$ cat src/lat_consts.svh
// constants for the logic analyzer trigger block
`ifndef LAT_CONSTS_SVH
`define LAT_CONSTS_SVH
`define LAT_NUM_IN        8
`define LAT_CLK_NS        10
`define LAT_AUTO_WAIT_NS  100000
`define LAT_CAP_LEN       16'h0010
`define LAT_ROLL_MIN_US   32'h00004E20
`define LAT_ADDR_CTRL     12'h000
`define LAT_ADDR_COND     12'h004
`define LAT_ADDR_TBASE    12'h008
`define LAT_ADDR_STAT     12'h00C
`define LAT_CTRL_MODE_LO  0
`define LAT_CTRL_MODE_HI  1
`define LAT_CTRL_SRC      2
`define LAT_CTRL_RUN      3
`define LAT_CTRL_STOP     4
`define LAT_STAT_OVR      4
`define LAT_COND_W        3
`define LAT_COND_RST      24'h000000
`define LAT_TBASE_RST     32'h000003E8
`endif

$ cat src/lat_pkg.sv
// types for the logic analyzer trigger block
package lat_pkg;
   typedef enum logic [1:0] {MODE_AUTO, MODE_NORMAL, MODE_SINGLE, MODE_ROLL} lat_mode_t;
   typedef enum logic [2:0] {COND_X, COND_RISE, COND_FALL, COND_LOW, COND_HIGH} lat_cond_t;
   typedef enum logic [1:0] {ST_STOPPED, ST_ARMED, ST_CAPTURE, ST_ROLL} lat_state_t;
   typedef struct packed
   {
      logic       last;
      logic [7:0] data;
   } lat_smp_t;
endpackage

$ cat src/lat_trigger.sv
// trigger and acquisition control for an eight input logic analyzer
//
// What this block does
// - with the digital source, a trigger fires only when all eight inputs meet their own condition in the same sample.
// - each input condition is one of ignore, rising edge, falling edge, low or high.
// - auto mode captures on every trigger and, when triggers stop, still delivers a capture.
// - normal mode delivers a capture only on a trigger and sends nothing otherwise.
// - single mode waits for one trigger, delivers that capture and then stops until re-armed.
// - rolling mode streams every sample to the host as it arrives until stopped.
// - with analog and digital capture together exactly one trigger source, chosen by the host, is armed.
// - all eight inputs are sampled together at 100 MS/s and the trigger is evaluated on those samples.
// - auto is the mode after reset, and rolling is allowed only at 20 ms/div or slower.
`timescale 1ns/10ps
`default_nettype none
`include "lat_consts.svh"
module lat_trigger
#(
   parameter int AUTO_WAIT_CYC = `LAT_AUTO_WAIT_NS / `LAT_CLK_NS
)
(
   // clock and reset
   input  wire logic                pclk,
   input  wire logic                presetn,
   // apb slave
   input  wire logic                psel,
   input  wire logic                penable,
   input  wire logic                pwrite,
   input  wire logic [11:0]         paddr,
   input  wire logic [31:0]         pwdata,
   output logic [31:0]              prdata,
   output logic                     pready,
   output logic                     pslverr,
   // probe pins and analog comparator
   input  wire logic [7:0]          la_in,
   input  wire logic                ana_trig,
   // sample stream to host
   output logic                     smp_valid,
   output lat_pkg::lat_smp_t        smp,
   input  wire logic                smp_ready,
   // status
   output logic                     running
);
   localparam int AW = $clog2(AUTO_WAIT_CYC + 1);

   // pin synchronisers: bit 8 carries the analog comparator
   logic [8:0] s1_q, s2_q, s3_q, filt_q, filt_d, prev_q;
   always_ff @(posedge pclk or negedge presetn)
   begin
      if (!presetn)
      begin
         s1_q   <= 9'h000;
         s2_q   <= 9'h000;
         s3_q   <= 9'h000;
         filt_q <= 9'h000;
         prev_q <= 9'h000;
      end
      else
      begin
         s1_q   <= {ana_trig, la_in};
         s2_q   <= s1_q;
         s3_q   <= s2_q;
         filt_q <= filt_d;
         prev_q <= filt_q;
      end
   end
   // a change counts only once the second and third stage agree
   assign filt_d = (s2_q & s3_q) | (filt_q & (s2_q | s3_q));

   // registers
   lat_pkg::lat_mode_t  mode_q;
   lat_pkg::lat_state_t st_q, st_d;
   logic        src_q, ovr_q;
   logic [23:0] cond_q;
   logic [31:0] tbase_q;
   logic [15:0] cnt_q, cnt_d;
   logic [AW-1:0] wait_q, wait_d;

   // bus decode, zero wait states
   wire acc      = psel & penable;
   wire wr       = acc & pwrite;
   wire hit_ctrl = paddr == `LAT_ADDR_CTRL;
   wire hit_cond = paddr == `LAT_ADDR_COND;
   wire hit_tb   = paddr == `LAT_ADDR_TBASE;
   wire hit_st   = paddr == `LAT_ADDR_STAT;
   wire mapped   = hit_ctrl | hit_cond | hit_tb | hit_st;
   wire run_wr   = wr & hit_ctrl & pwdata[`LAT_CTRL_RUN];
   wire stop_wr  = wr & hit_ctrl & pwdata[`LAT_CTRL_STOP];
   wire ovr_clr  = wr & hit_st & pwdata[`LAT_STAT_OVR];
   // slow timebases only may roll
   wire roll_ok = tbase_q >= `LAT_ROLL_MIN_US;
   wire want_roll = (mode_q == lat_pkg::MODE_ROLL) & roll_ok;
   assign pready  = 1'b1;
   assign pslverr = acc & ~mapped;
   assign prdata  = !acc ? 32'h00000000 :
                    hit_ctrl ? {27'h0000000, 1'b0, 1'b0, src_q, mode_q} :
                    hit_cond ? {8'h00, cond_q} :
                    hit_tb   ? tbase_q :
                    hit_st   ? {27'h0000000, ovr_q, roll_ok, 1'b0, st_q} : 32'h00000000;

   // per input condition match
   logic [7:0] in_ok;
   genvar gi;
   generate
      for (gi = 0; gi < `LAT_NUM_IN; gi++)
      begin : g_in
         wire [2:0] c = cond_q[gi*`LAT_COND_W +: `LAT_COND_W];
         wire rise = filt_q[gi] & ~prev_q[gi];
         wire fall = ~filt_q[gi] & prev_q[gi];
         assign in_ok[gi] = (c == lat_pkg::COND_X)    |
                            ((c == lat_pkg::COND_RISE) & rise) |
                            ((c == lat_pkg::COND_FALL) & fall) |
                            ((c == lat_pkg::COND_LOW)  & ~filt_q[gi]) |
                            ((c == lat_pkg::COND_HIGH) & filt_q[gi]);
      end
   endgenerate
   wire dig_hit = &in_ok;
   // one source only: the other is ignored entirely
   wire trig    = src_q ? filt_q[8] : dig_hit;
   wire timeout = (mode_q == lat_pkg::MODE_AUTO) & (wait_q == AW'(AUTO_WAIT_CYC - 1));
   wire cap_end = cnt_q == `LAT_CAP_LEN - 16'h0001;

   // register writes
   always_ff @(posedge pclk or negedge presetn)
   begin
      if (!presetn)
      begin
         mode_q  <= lat_pkg::MODE_AUTO;
         src_q   <= 1'b0;
         cond_q  <= `LAT_COND_RST;
         tbase_q <= `LAT_TBASE_RST;
      end
      else if (wr)
      begin
         if (hit_ctrl)
         begin
            mode_q <= lat_pkg::lat_mode_t'(pwdata[`LAT_CTRL_MODE_HI:`LAT_CTRL_MODE_LO]);
            src_q  <= pwdata[`LAT_CTRL_SRC];
         end
         if (hit_cond)
            cond_q <= pwdata[23:0];
         if (hit_tb)
            tbase_q <= pwdata;
      end
   end

   // acquisition sequencer
   always_comb
   begin
      st_d   = st_q;
      cnt_d  = 16'h0000;
      wait_d = '0;
      case (st_q)
         lat_pkg::ST_STOPPED:
            if (run_wr)
               st_d = want_roll ? lat_pkg::ST_ROLL : lat_pkg::ST_ARMED;
         lat_pkg::ST_ARMED:
         begin
            wait_d = wait_q + AW'(1);
            if (want_roll)
               st_d = lat_pkg::ST_ROLL;
            else if (trig | timeout)
               st_d = lat_pkg::ST_CAPTURE;
         end
         lat_pkg::ST_CAPTURE:
         begin
            cnt_d = cnt_q + 16'h0001;
            if (cap_end)
               st_d = (mode_q == lat_pkg::MODE_SINGLE) ? lat_pkg::ST_STOPPED : lat_pkg::ST_ARMED;
         end
         lat_pkg::ST_ROLL:
            if (!want_roll)
               st_d = lat_pkg::ST_ARMED;
         default:
            st_d = lat_pkg::ST_STOPPED;
      endcase
      if (stop_wr)
         st_d = lat_pkg::ST_STOPPED;
   end

   always_ff @(posedge pclk or negedge presetn)
   begin
      if (!presetn)
      begin
         st_q   <= lat_pkg::ST_ARMED;
         cnt_q  <= 16'h0000;
         wait_q <= '0;
      end
      else
      begin
         st_q   <= st_d;
         cnt_q  <= cnt_d;
         wait_q <= wait_d;
      end
   end

   // sample output; a stalled host loses samples and sets the overrun flag
   wire emit = (st_q == lat_pkg::ST_CAPTURE) | (st_q == lat_pkg::ST_ROLL);
   always_ff @(posedge pclk or negedge presetn)
   begin
      if (!presetn)
      begin
         smp_valid <= 1'b0;
         smp       <= '0;
         ovr_q     <= 1'b0;
      end
      else
      begin
         smp_valid <= emit;
         smp.data  <= filt_q[7:0];
         smp.last  <= (st_q == lat_pkg::ST_CAPTURE) & cap_end;
         ovr_q     <= (smp_valid & ~smp_ready) | (ovr_q & ~ovr_clr); // set wins
      end
   end
   assign running = st_q != lat_pkg::ST_STOPPED;

   // checker helper: samples delivered so far in the current run; a stop may cut a capture at any point
   logic [15:0] n_cap_q;
   always_ff @(posedge pclk or negedge presetn)
   begin
      if (!presetn)
         n_cap_q <= 16'h0000;
      else if (!smp_valid | smp.last)
         n_cap_q <= 16'h0000;
      else
         n_cap_q <= n_cap_q + 16'h0001;
   end
endmodule
`default_nettype wire

$ cat config.mk
export PLATFORM = sky130hd
export DESIGN_NAME = lat_trigger
export DESIGN_NICKNAME = d
export VERILOG_FILES = /design/src/lat_pkg.sv /design/src/lat_trigger.sv
export VERILOG_INCLUDE_DIRS = /design/src
export SDC_FILE = /design/constraint.sdc
export NUM_CORES = 1
export LEC_CHECK = 0
export ABC_CLOCK_PERIOD_IN_PS = 3700
export BUFFER_PORTS_ARGS = -buffer_cell sky130_fd_sc_hd__buf_4
export CAP_MARGIN = 10
export CORE_AREA = 2 2 114 116
export CTS_CLUSTER_DIAMETER = 150
export DETAILED_ROUTE_END_ITERATION = 6
export DIE_AREA = 0 0 116 118
export HOLD_SLACK_MARGIN = 0.15
export PLACE_DENSITY = 0.72
export SYNTH_ARGS = -nofsm -noshare
export SYNTH_HDL_FRONTEND = slang
export SYNTH_SLANG_ARGS = --single-unit
$ cat constraint.sdc
create_clock -name pclk -period 3.7 [get_ports pclk]
set_input_delay 0.37 -clock pclk [delete_from_list [all_inputs] [get_ports pclk]]
set_output_delay 0.37 -clock pclk [all_outputs]
set_load 0.1 [all_outputs]
# Yosys cells after proc, flatten, opt, wreduce, memory -nomap -nowiden
# Index checks and enable logic that the tools add are counted.
# word_totals
ff_bits,146
input_bits,59
out_inout_bits,45
wordCells,221
# op_classes
addsub,2
order_cmp,1
eq_ne,46
mux,17
n_bitwise,122
reduce_logical,17
# ops
operator,count
32-bit 2-to-1 mux,4
1-bit bitwise AND,61
3-bit by 2-bit == test with 1-bit output (second input constant),16
1-bit bitwise OR,38
32-bit by 15-bit >= comparator with 1-bit output (second input constant),1
12-bit by 4-bit == test with 1-bit output (second input constant),2
3-bit by 1-bit == test with 1-bit output (second input constant),8
3-bit == test (second input constant),8
3-bit zero test,8
1-bit inverter,19
9-bit bitwise AND,2
9-bit bitwise OR,2
16-bit by 1-bit adder with 16-bit output (second input constant),1
16-bit by 4-bit == test with 1-bit output (second input constant),1
16-bit 2-to-1 mux,1
14-bit by 1-bit adder with 14-bit output (second input constant),1
14-bit == test (second input constant),1
14-bit 2-to-1 mux,1
2-bit 2-to-1 mux,7
12-bit by 3-bit == test with 1-bit output (second input constant),1
12-bit zero test,1
3-bit inequality test (second input constant),3
2-bit == test (second input constant),4
2-bit one-hot mux with 4 select lines,1
other kinds (9),13

# Logic depth before layout (Yosys ltp)
# Gate-level depths: netlist of run 1.
# depth
ltp_word,14
mapped_depth,8
mapped_depth_nobuf,7

# Worst setup path after synthesis of run 1
# Ideal clock, no wire load.
# synth_timing
kind,input to output
start,in paddr[1]
end,out prdata[0]
arrival_ns,3.365
required_ns,3.330
path_slack_ns,-0.035
path_stages,5
n_path_buf,0
path_cell_list,nor4_2 nand3_1 inv_1 nand3_1 a221oi_1
# synth_between
elab_chain_len,6
elab_cells_between_ends,9
classes_between,eq/ne (3); mux (5); reduce/logical (1)
# synth_lines
item,line_no,text
from (decl),lat_trigger.sv:28,"input wire logic [11:0] paddr,"
12-bit by 4-bit == test with 1-bit output (no source line),-,
5-bit 2-to-1 mux,lat_trigger.sv:98,"hit_st ? {27'h0000000, ovr_q, roll_ok, 1'b0, st_q} : 32'h00000000;"
32-bit 2-to-1 mux,lat_trigger.sv:97,hit_tb ? tbase_q :
32-bit 2-to-1 mux,lat_trigger.sv:96,"hit_cond ? {8'h00, cond_q} :"
32-bit 2-to-1 mux (*),lat_trigger.sv:95,"hit_ctrl ? {27'h0000000, 1'b0, 1'b0, src_q, mode_q} :"
32-bit 2-to-1 mux (*),lat_trigger.sv:94,assign prdata = !acc ? 32'h00000000 :
to (decl),lat_trigger.sv:30,"output logic [31:0] prdata,"
# Every way passes the cells marked *; elsewhere a longest branch is shown, timed or not.

# Worst setup path after layout of run 1
# layout_timing
start,reg tbase_q[20]
end,out prdata[3]
# layout_between
elab_chain_len,6
# layout_lines
item,line_no,text
from (decl),lat_trigger.sv:74,logic [31:0] tbase_q;
from (signal assigned),lat_trigger.sv:130,tbase_q <= `LAT_TBASE_RST;
from (signal assigned),lat_trigger.sv:142,tbase_q <= pwdata;
32-bit by 15-bit >= comparator with 1-bit output (no source line),-,
5-bit 2-to-1 mux,lat_trigger.sv:98,
32-bit 2-to-1 mux,lat_trigger.sv:97,
32-bit 2-to-1 mux,lat_trigger.sv:96,
32-bit 2-to-1 mux,lat_trigger.sv:95,
32-bit 2-to-1 mux,lat_trigger.sv:94,
# Every way passes these cells.

==> results.txt, run 1 <==
Synth cell types: 45
CTS H-tree lvls: 4
Global-route wire length before repair: 22600 microns
Pin count of the biggest net entering global routing: 95
Post-synth EDFFs: 0
Commonest cells in the netlist: dfrtp_1 (131), nor2_1 (68), o21ai_0 (30), mux2_4 (28), mux2_2 (26)
Number of vias per cell: 5.26
Syn Inst Count: 521
Leak: 0.00372 uW
Ys async rst share: 100%
Row count: 41
Peak VDD IR: 0.000320 V
Die area: 13700 sq um
Post-Syn Area: 6070 sq um
Post-CTS resize count: 0
Final Hold Viols: 0
Type of origin of the critical path: flop
Outcome: completed
Final GP Congestion: 0.829
HPWL after detailed placement: 9580 microns
CTS sink count: 138
Initial Utilization: 48.9%
Vert. Die Dim: 118 microns
Crit Path Category: reg -> out
Ranking of synthesized cells by area: dfrtp_1 (54%), mux2_4 (6.9%), mux2_2 (4.8%)
Worst-Skew Late Latency: 420 ps
Root buffer cell: clkbuf_16
Crit. End Element: primary output
Worst-path clk slew: 60 ps
Synth area leader: dfrtp_1
Average wire per standard cell: 17.0 microns
Worst slew margin: 38.3%
Final setup viols: 0
Worst min path class: in -> reg
Setup total negative slack: 0 ps
Yosys top cell area share: 54.0%
Crit path from: tbase_q[20]
Ys flop type: dfrtp_1
Initial antenna violation count: 0
Top Ports: 104
Power Internal: 2930 uW
Post-route minimum period: 2890 ps
Worst Hold Launch: smp_ready
Syn_area_per_cell: 11.7 sq um
Post-CTS Setup Inserts: 0
Seq/Total Area, Yosys: 57.0%
Fin crit share: 78.1%
Placed cells: 776
CP arrival: 2520 ps
Area grow syn2layout: 27.1%
Final ANT Viol Nets: 0
Total power: 3960 uW
Power density over the cells: 514 nW/um^2
Psw: 1040 uW
Initial DRC count: 294
Yosys reg bits: 138
Global route overflow: 0
Sequential share of power: 41.6%
Drc violations: 0
# diodes: 0
Layout Nets: 694
Max Cap Viol: 0
Clock tree buffer depth: 2
Non-Filler Instances: 818
Core area: 12400 sq um
Synth warn: 0
Critical path peak fanout: 3
Fmax: 0.346 GHz
Pre-Repair DR Iteration Count: 5
Setup Skew: 7.25 ps
CTS buffer count: 17
Fillers: 1012
GRT Overall Usage: 21.6%
Cts hold-fix bufs: 10
Worst R2R Start: tbase_q[20]
Clock power frac: 46.4%
Most frequent cell after synthesis: dfrtp_1
CP required: 3330 ps
Comb power frac: 12.0%
I/O Buffers: 102
Synthesized Nets: 582
Layout cell share with drive strength beyond 1: 32.0%
Worst Max-Slew Pin Slew: 924 ps
Die W: 116 microns
Total number of vias: 4303
Vias in the first global route: 4454
Unrepaired setup endpoints after global routing: no
TritonCTS clock tree: built
Net Sw Frac: 26.2%
Total routed wirelength: 13900 microns
Slew Viols, Final: 0
final timing paths:
path | endpoint | slack, ps | cells past startpoint
max in group asynchronous | filt_q[7] | 2240 | 3
min reg2reg | s2_q[2] | 350 | 0
min | ovr_q | 150 | 2
max reg2reg | st_q[1] | 1630 | 6
max | prdata[3] | 810 | 7
min in group asynchronous | s1_q[4] | 590 | 2
layout make-up:
type | instances | area (sq um) | area share (%)
Clock buffer | 17 | 425 | 5.51
Clock inverter | 15 | 221 | 2.87
Inverter | 19 | 71.3 | 0.924
Multi-Input combinational cell | 340 | 2420 | 31.3
Sequential cell | 138 | 3460 | 44.9
Tap cell | 172 | 215 | 2.79
Timing Repair Buffer | 117 | 907 | 11.8
per-stage QoR:
step / hold slack (ps) / util, % / setup WS (ps) / instance area (sq um)
after floorplan: 74.4 / - / -34.9 / 6070
after global placement: 333 / 56.2 / 1050 / 6970
after detailed placement: 336 / 56.2 / 967 / 6970
after CTS: 151 / 62.2 / 847 / 7720
after global routing: 159 / 62.2 / 674 / 7720
final: 147 / 62.2 / 811 / 7720
flip-flops by register name, indices dropped and copies added (netlist names), 8 cells and up:
| name | cells |
|---|---|
| cnt_q | 16 |
| cond_q | 24 |
| filt_q | 9 |
| prev_q | 8 |
| s1_q | 9 |
| s2_q | 9 |
| s3_q | 9 |
| tbase_q | 32 |
| wait_q | 14 |
layout by cell type (no fill, tap or decap), drive strengths merged, types with 3 or more instances in the layout:
master       netlist  routed
nor2b              5       5
maj3               9       9
nand2b             9       9
xnor2              7       7
buf               10     107
dfstp              7       7
and3              13      13
nor4               9       9
mux2              54      54
clkinv             0       4
nand4             13      13
a21oi             10      10
bufinv             0       5
clkbuf            14      17
nand3             15      15
mux2i              5       5
o21ai             30      30
and4               3       3
nand2             24      24
dfrtp            131     131
a32oi              3       3
dlygate4sd3        0      10
nor3               5       5
a22oi             21      21
nor2              69      69
inv               19      21
clkinvlp           0       4
xor2              18      18
cell families (layout without fill, tap and decap cells):
family,after synthesis,after routing,synth area share (%)
flops,138,138,57.0
fa+ha+maj,11,11,1.90
simple gates,173,173,14.4
compound gates,71,71,7.21
mux,59,59,12.6
xor+xnor,25,25,3.61
buf+inv,43,168,3.25
other cells,1,1,0.0617
critical path, stage by stage, from the launching register on:
cell and delay [ps]:
dfrtp_1 410, nor4_1 600, nand4_1 200, nor3_1 340
nand2_1 100, o211ai_1 110, a21oi_1 90, buf_4 250
power by group through the flow:
stage               sequential, uW  clock (uW)  combinational (uW)
finish                        1650        1840                 475
global route                  1660        1950                 521
CTS                           1650        1870                 485
detailed placement            1680           0                 469
global placement              1670           0                 455
floorplan                     1750           0                 225
routing by layer:
| layer | track usage [%] | vias to the layer above | wire (microns) |
|---|---|---|---|
| met5 | 0 | - | 0 |
| met4 | 8.78 | 0 | 202 |
| met3 | 5.61 | 16 | 699 |
| met2 | 32.4 | 113 | 6630 |
| met1 | 29.8 | 2132 | 6350 |
| li1 | - | 2042 | - |
Note: power is estimated with default switching activity, not from simulation.
==> run 2: changes to the inputs <==
--- a/config.mk
+++ b/config.mk
@@ -6,7 +6,7 @@
 export SDC_FILE = /design/constraint.sdc
 export NUM_CORES = 1
 export LEC_CHECK = 0
-export ABC_CLOCK_PERIOD_IN_PS = 3700
+export ABC_CLOCK_PERIOD_IN_PS = 2900
 export BUFFER_PORTS_ARGS = -buffer_cell sky130_fd_sc_hd__buf_4
 export CAP_MARGIN = 10
 export CORE_AREA = 2 2 114 116
==> constraint.sdc (replaced) <==
create_clock -name pclk -period 2.9 [get_ports pclk]
set_input_delay 0.29 -clock pclk [delete_from_list [all_inputs] [get_ports pclk]]
set_output_delay 0.29 -clock pclk [all_outputs]
set_load 0.1 [all_outputs]
==> results.txt, run 2 (synthesis gave the netlist of run 1 again) <==
Most frequent cells in the layout: dfrtp_1 (131), buf_4 (110), nor2_1 (68) (was dfrtp_1 (131), buf_4 (106), nor2_1 (68))
Initial DRC count: 335 (was 294)
Fillers: 959 (was 1012)
CP required: 2610 ps (was 3330 ps)
Layout Nets: 729 (was 694)
Max reg flops: 32 (unchanged)
Total number of vias: 4553 (was 4303)
Total routed wirelength: 14600 microns (was 13900 microns)
Max Cap Viol: 0 (unchanged)
Peak VDD IR: 0.000354 V (was 0.000320 V)
Die area: 13700 sq um (unchanged)
Core area: 12400 sq um (unchanged)
Layout cell share with drive strength beyond 1: 30.7% (was 32.0%)
Global route overflow: 0 (unchanged)
HPWL after detailed placement: 9660 microns (was 9580 microns)
Drc violations: 0 (unchanged)
CTS sink count: 138 (unchanged)
Pre-Repair DR Iteration Count: 5 (unchanged)
Fin crit share: 92.7%
Worst Hold Launch: pwdata[4] (was smp_ready)
Power density over the cells: 624 nW/um^2 (was 514 nW/um^2)
Initial antenna violation count: 0 (unchanged)
Setup Skew: 5.82 ps (was 7.25 ps)
CP cell instances: nor4_1, buf_4, nand4_1, nor3_1, nand2_1, o211ai_1, a21oi_1, buf_4 (was nor4_1, nand4_1, nor3_1, nand2_1, o211ai_1, a21oi_1, buf_4)
Final ANT Viol Nets: 0 (unchanged)
Post-CTS resize count: 0 (unchanged)
Post-route minimum period: 2690 ps
WHS: 174 ps (was 147 ps)
Most common cell on crit path: buf_4
CTS buffer count: 17 (unchanged)
Global-route wire length before repair: 23900 microns (was 22600 microns)
Average wire per standard cell: 17.1 microns (was 17.0 microns)
Largest reg by FF count: tbase_q (unchanged)
Top Ports: 104 (unchanged)
Worst min path class: in -> reg (unchanged)
Non-Filler Instances: 853 (was 818)
Outcome: completed (unchanged)
Post-CTS Setup Inserts: 0 (unchanged)
Crit. End Element: primary output (unchanged)
Largest registers: tbase_q (32), cond_q (24), cnt_q (16) (unchanged)
Placed cells: 780 (was 776)
Type of origin of the critical path: flop (unchanged)
Critical path peak fanout: 3 (unchanged)
Area grow syn2layout: 32.3% (was 27.1%)
Most common cell after layout, fill and taps aside: dfrtp_1 (unchanged)
Unrepaired setup endpoints after global routing: no (unchanged)
Worst-Skew Late Latency: 410 ps (was 420 ps)
Final setup viols: 0 (unchanged)
Worst slew margin: 48.8% (was 38.3%)
Worst Hold Endpoint: tbase_q[4] (was ovr_q)
Reg2reg path depth: 7 (was 6)
Final Hold Viols: 0 (unchanged)
I/O Buffers: 102 (unchanged)
Die W: 116 microns (unchanged)
Crit Path Category: reg -> out (unchanged)
Worst Max-Slew Pin Slew: 767 ps (was 924 ps)
Worst R2R Start: tbase_q[20] (unchanged)
CP max-delay cell: nor3_1 (was nor4_1)
Slew Viols, Final: 0 (unchanged)
Reg2Reg Setup Slack: 940 ps (was 1630 ps)
End of the worst register-to-register path: st_q[1] (unchanged)
Worst path max stage delay: 420 ps (was 600 ps)
Vias in the first global route: 4791 (was 4454)
Number of vias per cell: 5.34 (was 5.26)
Clock tree buffer depth: 2 (unchanged)
Initial Utilization: 48.9% (unchanged)
# diodes: 0 (unchanged)
Pin count of the biggest net entering global routing: 85 (was 95)
Cts hold-fix bufs: 41 (was 10)
Row count: 41 (unchanged)
Worst-path clk slew: 60 ps (about the same)
CTS H-tree lvls: 4 (unchanged)
TritonCTS clock tree: built (unchanged)
Leak: 0.00386 uW (was 0.00372 uW)
Final GP Congestion: 0.899 (was 0.829)
CP arrival: 2400 ps (was 2520 ps)
Hold Path Stages: 2 (unchanged)
Root buffer cell: clkbuf_16 (unchanged)
Fmax: 0.372 GHz
GRT Overall Usage: 22.6% (was 21.6%)
Vert. Die Dim: 118 microns (unchanged)
[run 2: worst max path at each step]
stage                start     endpoint  slack (ps)  cells past startpoint
6_report       tbase_q[20]    prdata[3]         210                      8
5_1_grt        tbase_q[20]    prdata[3]          20                      8
4_1_cts        tbase_q[20]    prdata[3]         250                      8
3_5_place_dp      paddr[7]  tbase_q[15]         630                      7
3_3_place_gp      paddr[1]    prdata[0]         660                      7
2_1_floorplan     paddr[1]    prdata[0]        -670                      5
[run 2: layout make-up]
cell class | count | area, sq um | area share (%)
clock buffers | 23 | 488 | 6.07
inverters | 19 | 71.3 | 0.887
well taps | 172 | 215 | 2.68
flip-flops and latches | 138 | 3460 | 43.1
repair buffers | 152 | 1250 | 15.5
clock inverters | 9 | 136 | 1.70
multi-input cells | 340 | 2420 | 30.1
[run 2: per-layer routing]
metal	up-vias	share of wire [%]	GRT usage, %
met5	-	0	0
met4	0	1.6	7.74
met3	22	4.6	5.25
met2	144	48	35.5
met1	2274	46	30.8
li1	2113	-	-
[run 2: per-stage QoR]
stage | total power (uW) | area [sq um] | setup WS, ps | setup TNS [ps] | util (%)
final | 5020 | 8040 | 212 | 0 | 64.7
after CTS | 5040 | 8040 | 246 | 0 | 64.7
after floorplan | 2520 | 6070 | -675 | -1350 | -
after global placement | 2710 | 7000 | 656 | 0 | 56.4
after global routing | 5210 | 8040 | 21.0 | 0 | 64.7
after detailed placement | 2740 | 7000 | 626 | 0 | 56.4
[run 2: worst max-delay path: cells and delay by family (launching register included)]
family	cells	cell delay, ps
flops	1	400
buf+inv	2	420
simple gates	4	940
compound gates	2	230
[run 2: power by group]
group | leakage [uW] | internal, uW | switching [uW]
Clock | 0.000300 | 1450 | 813
Sequential | 0.00178 | 2020 | 85.6
Combinational | 0.00179 | 214 | 432
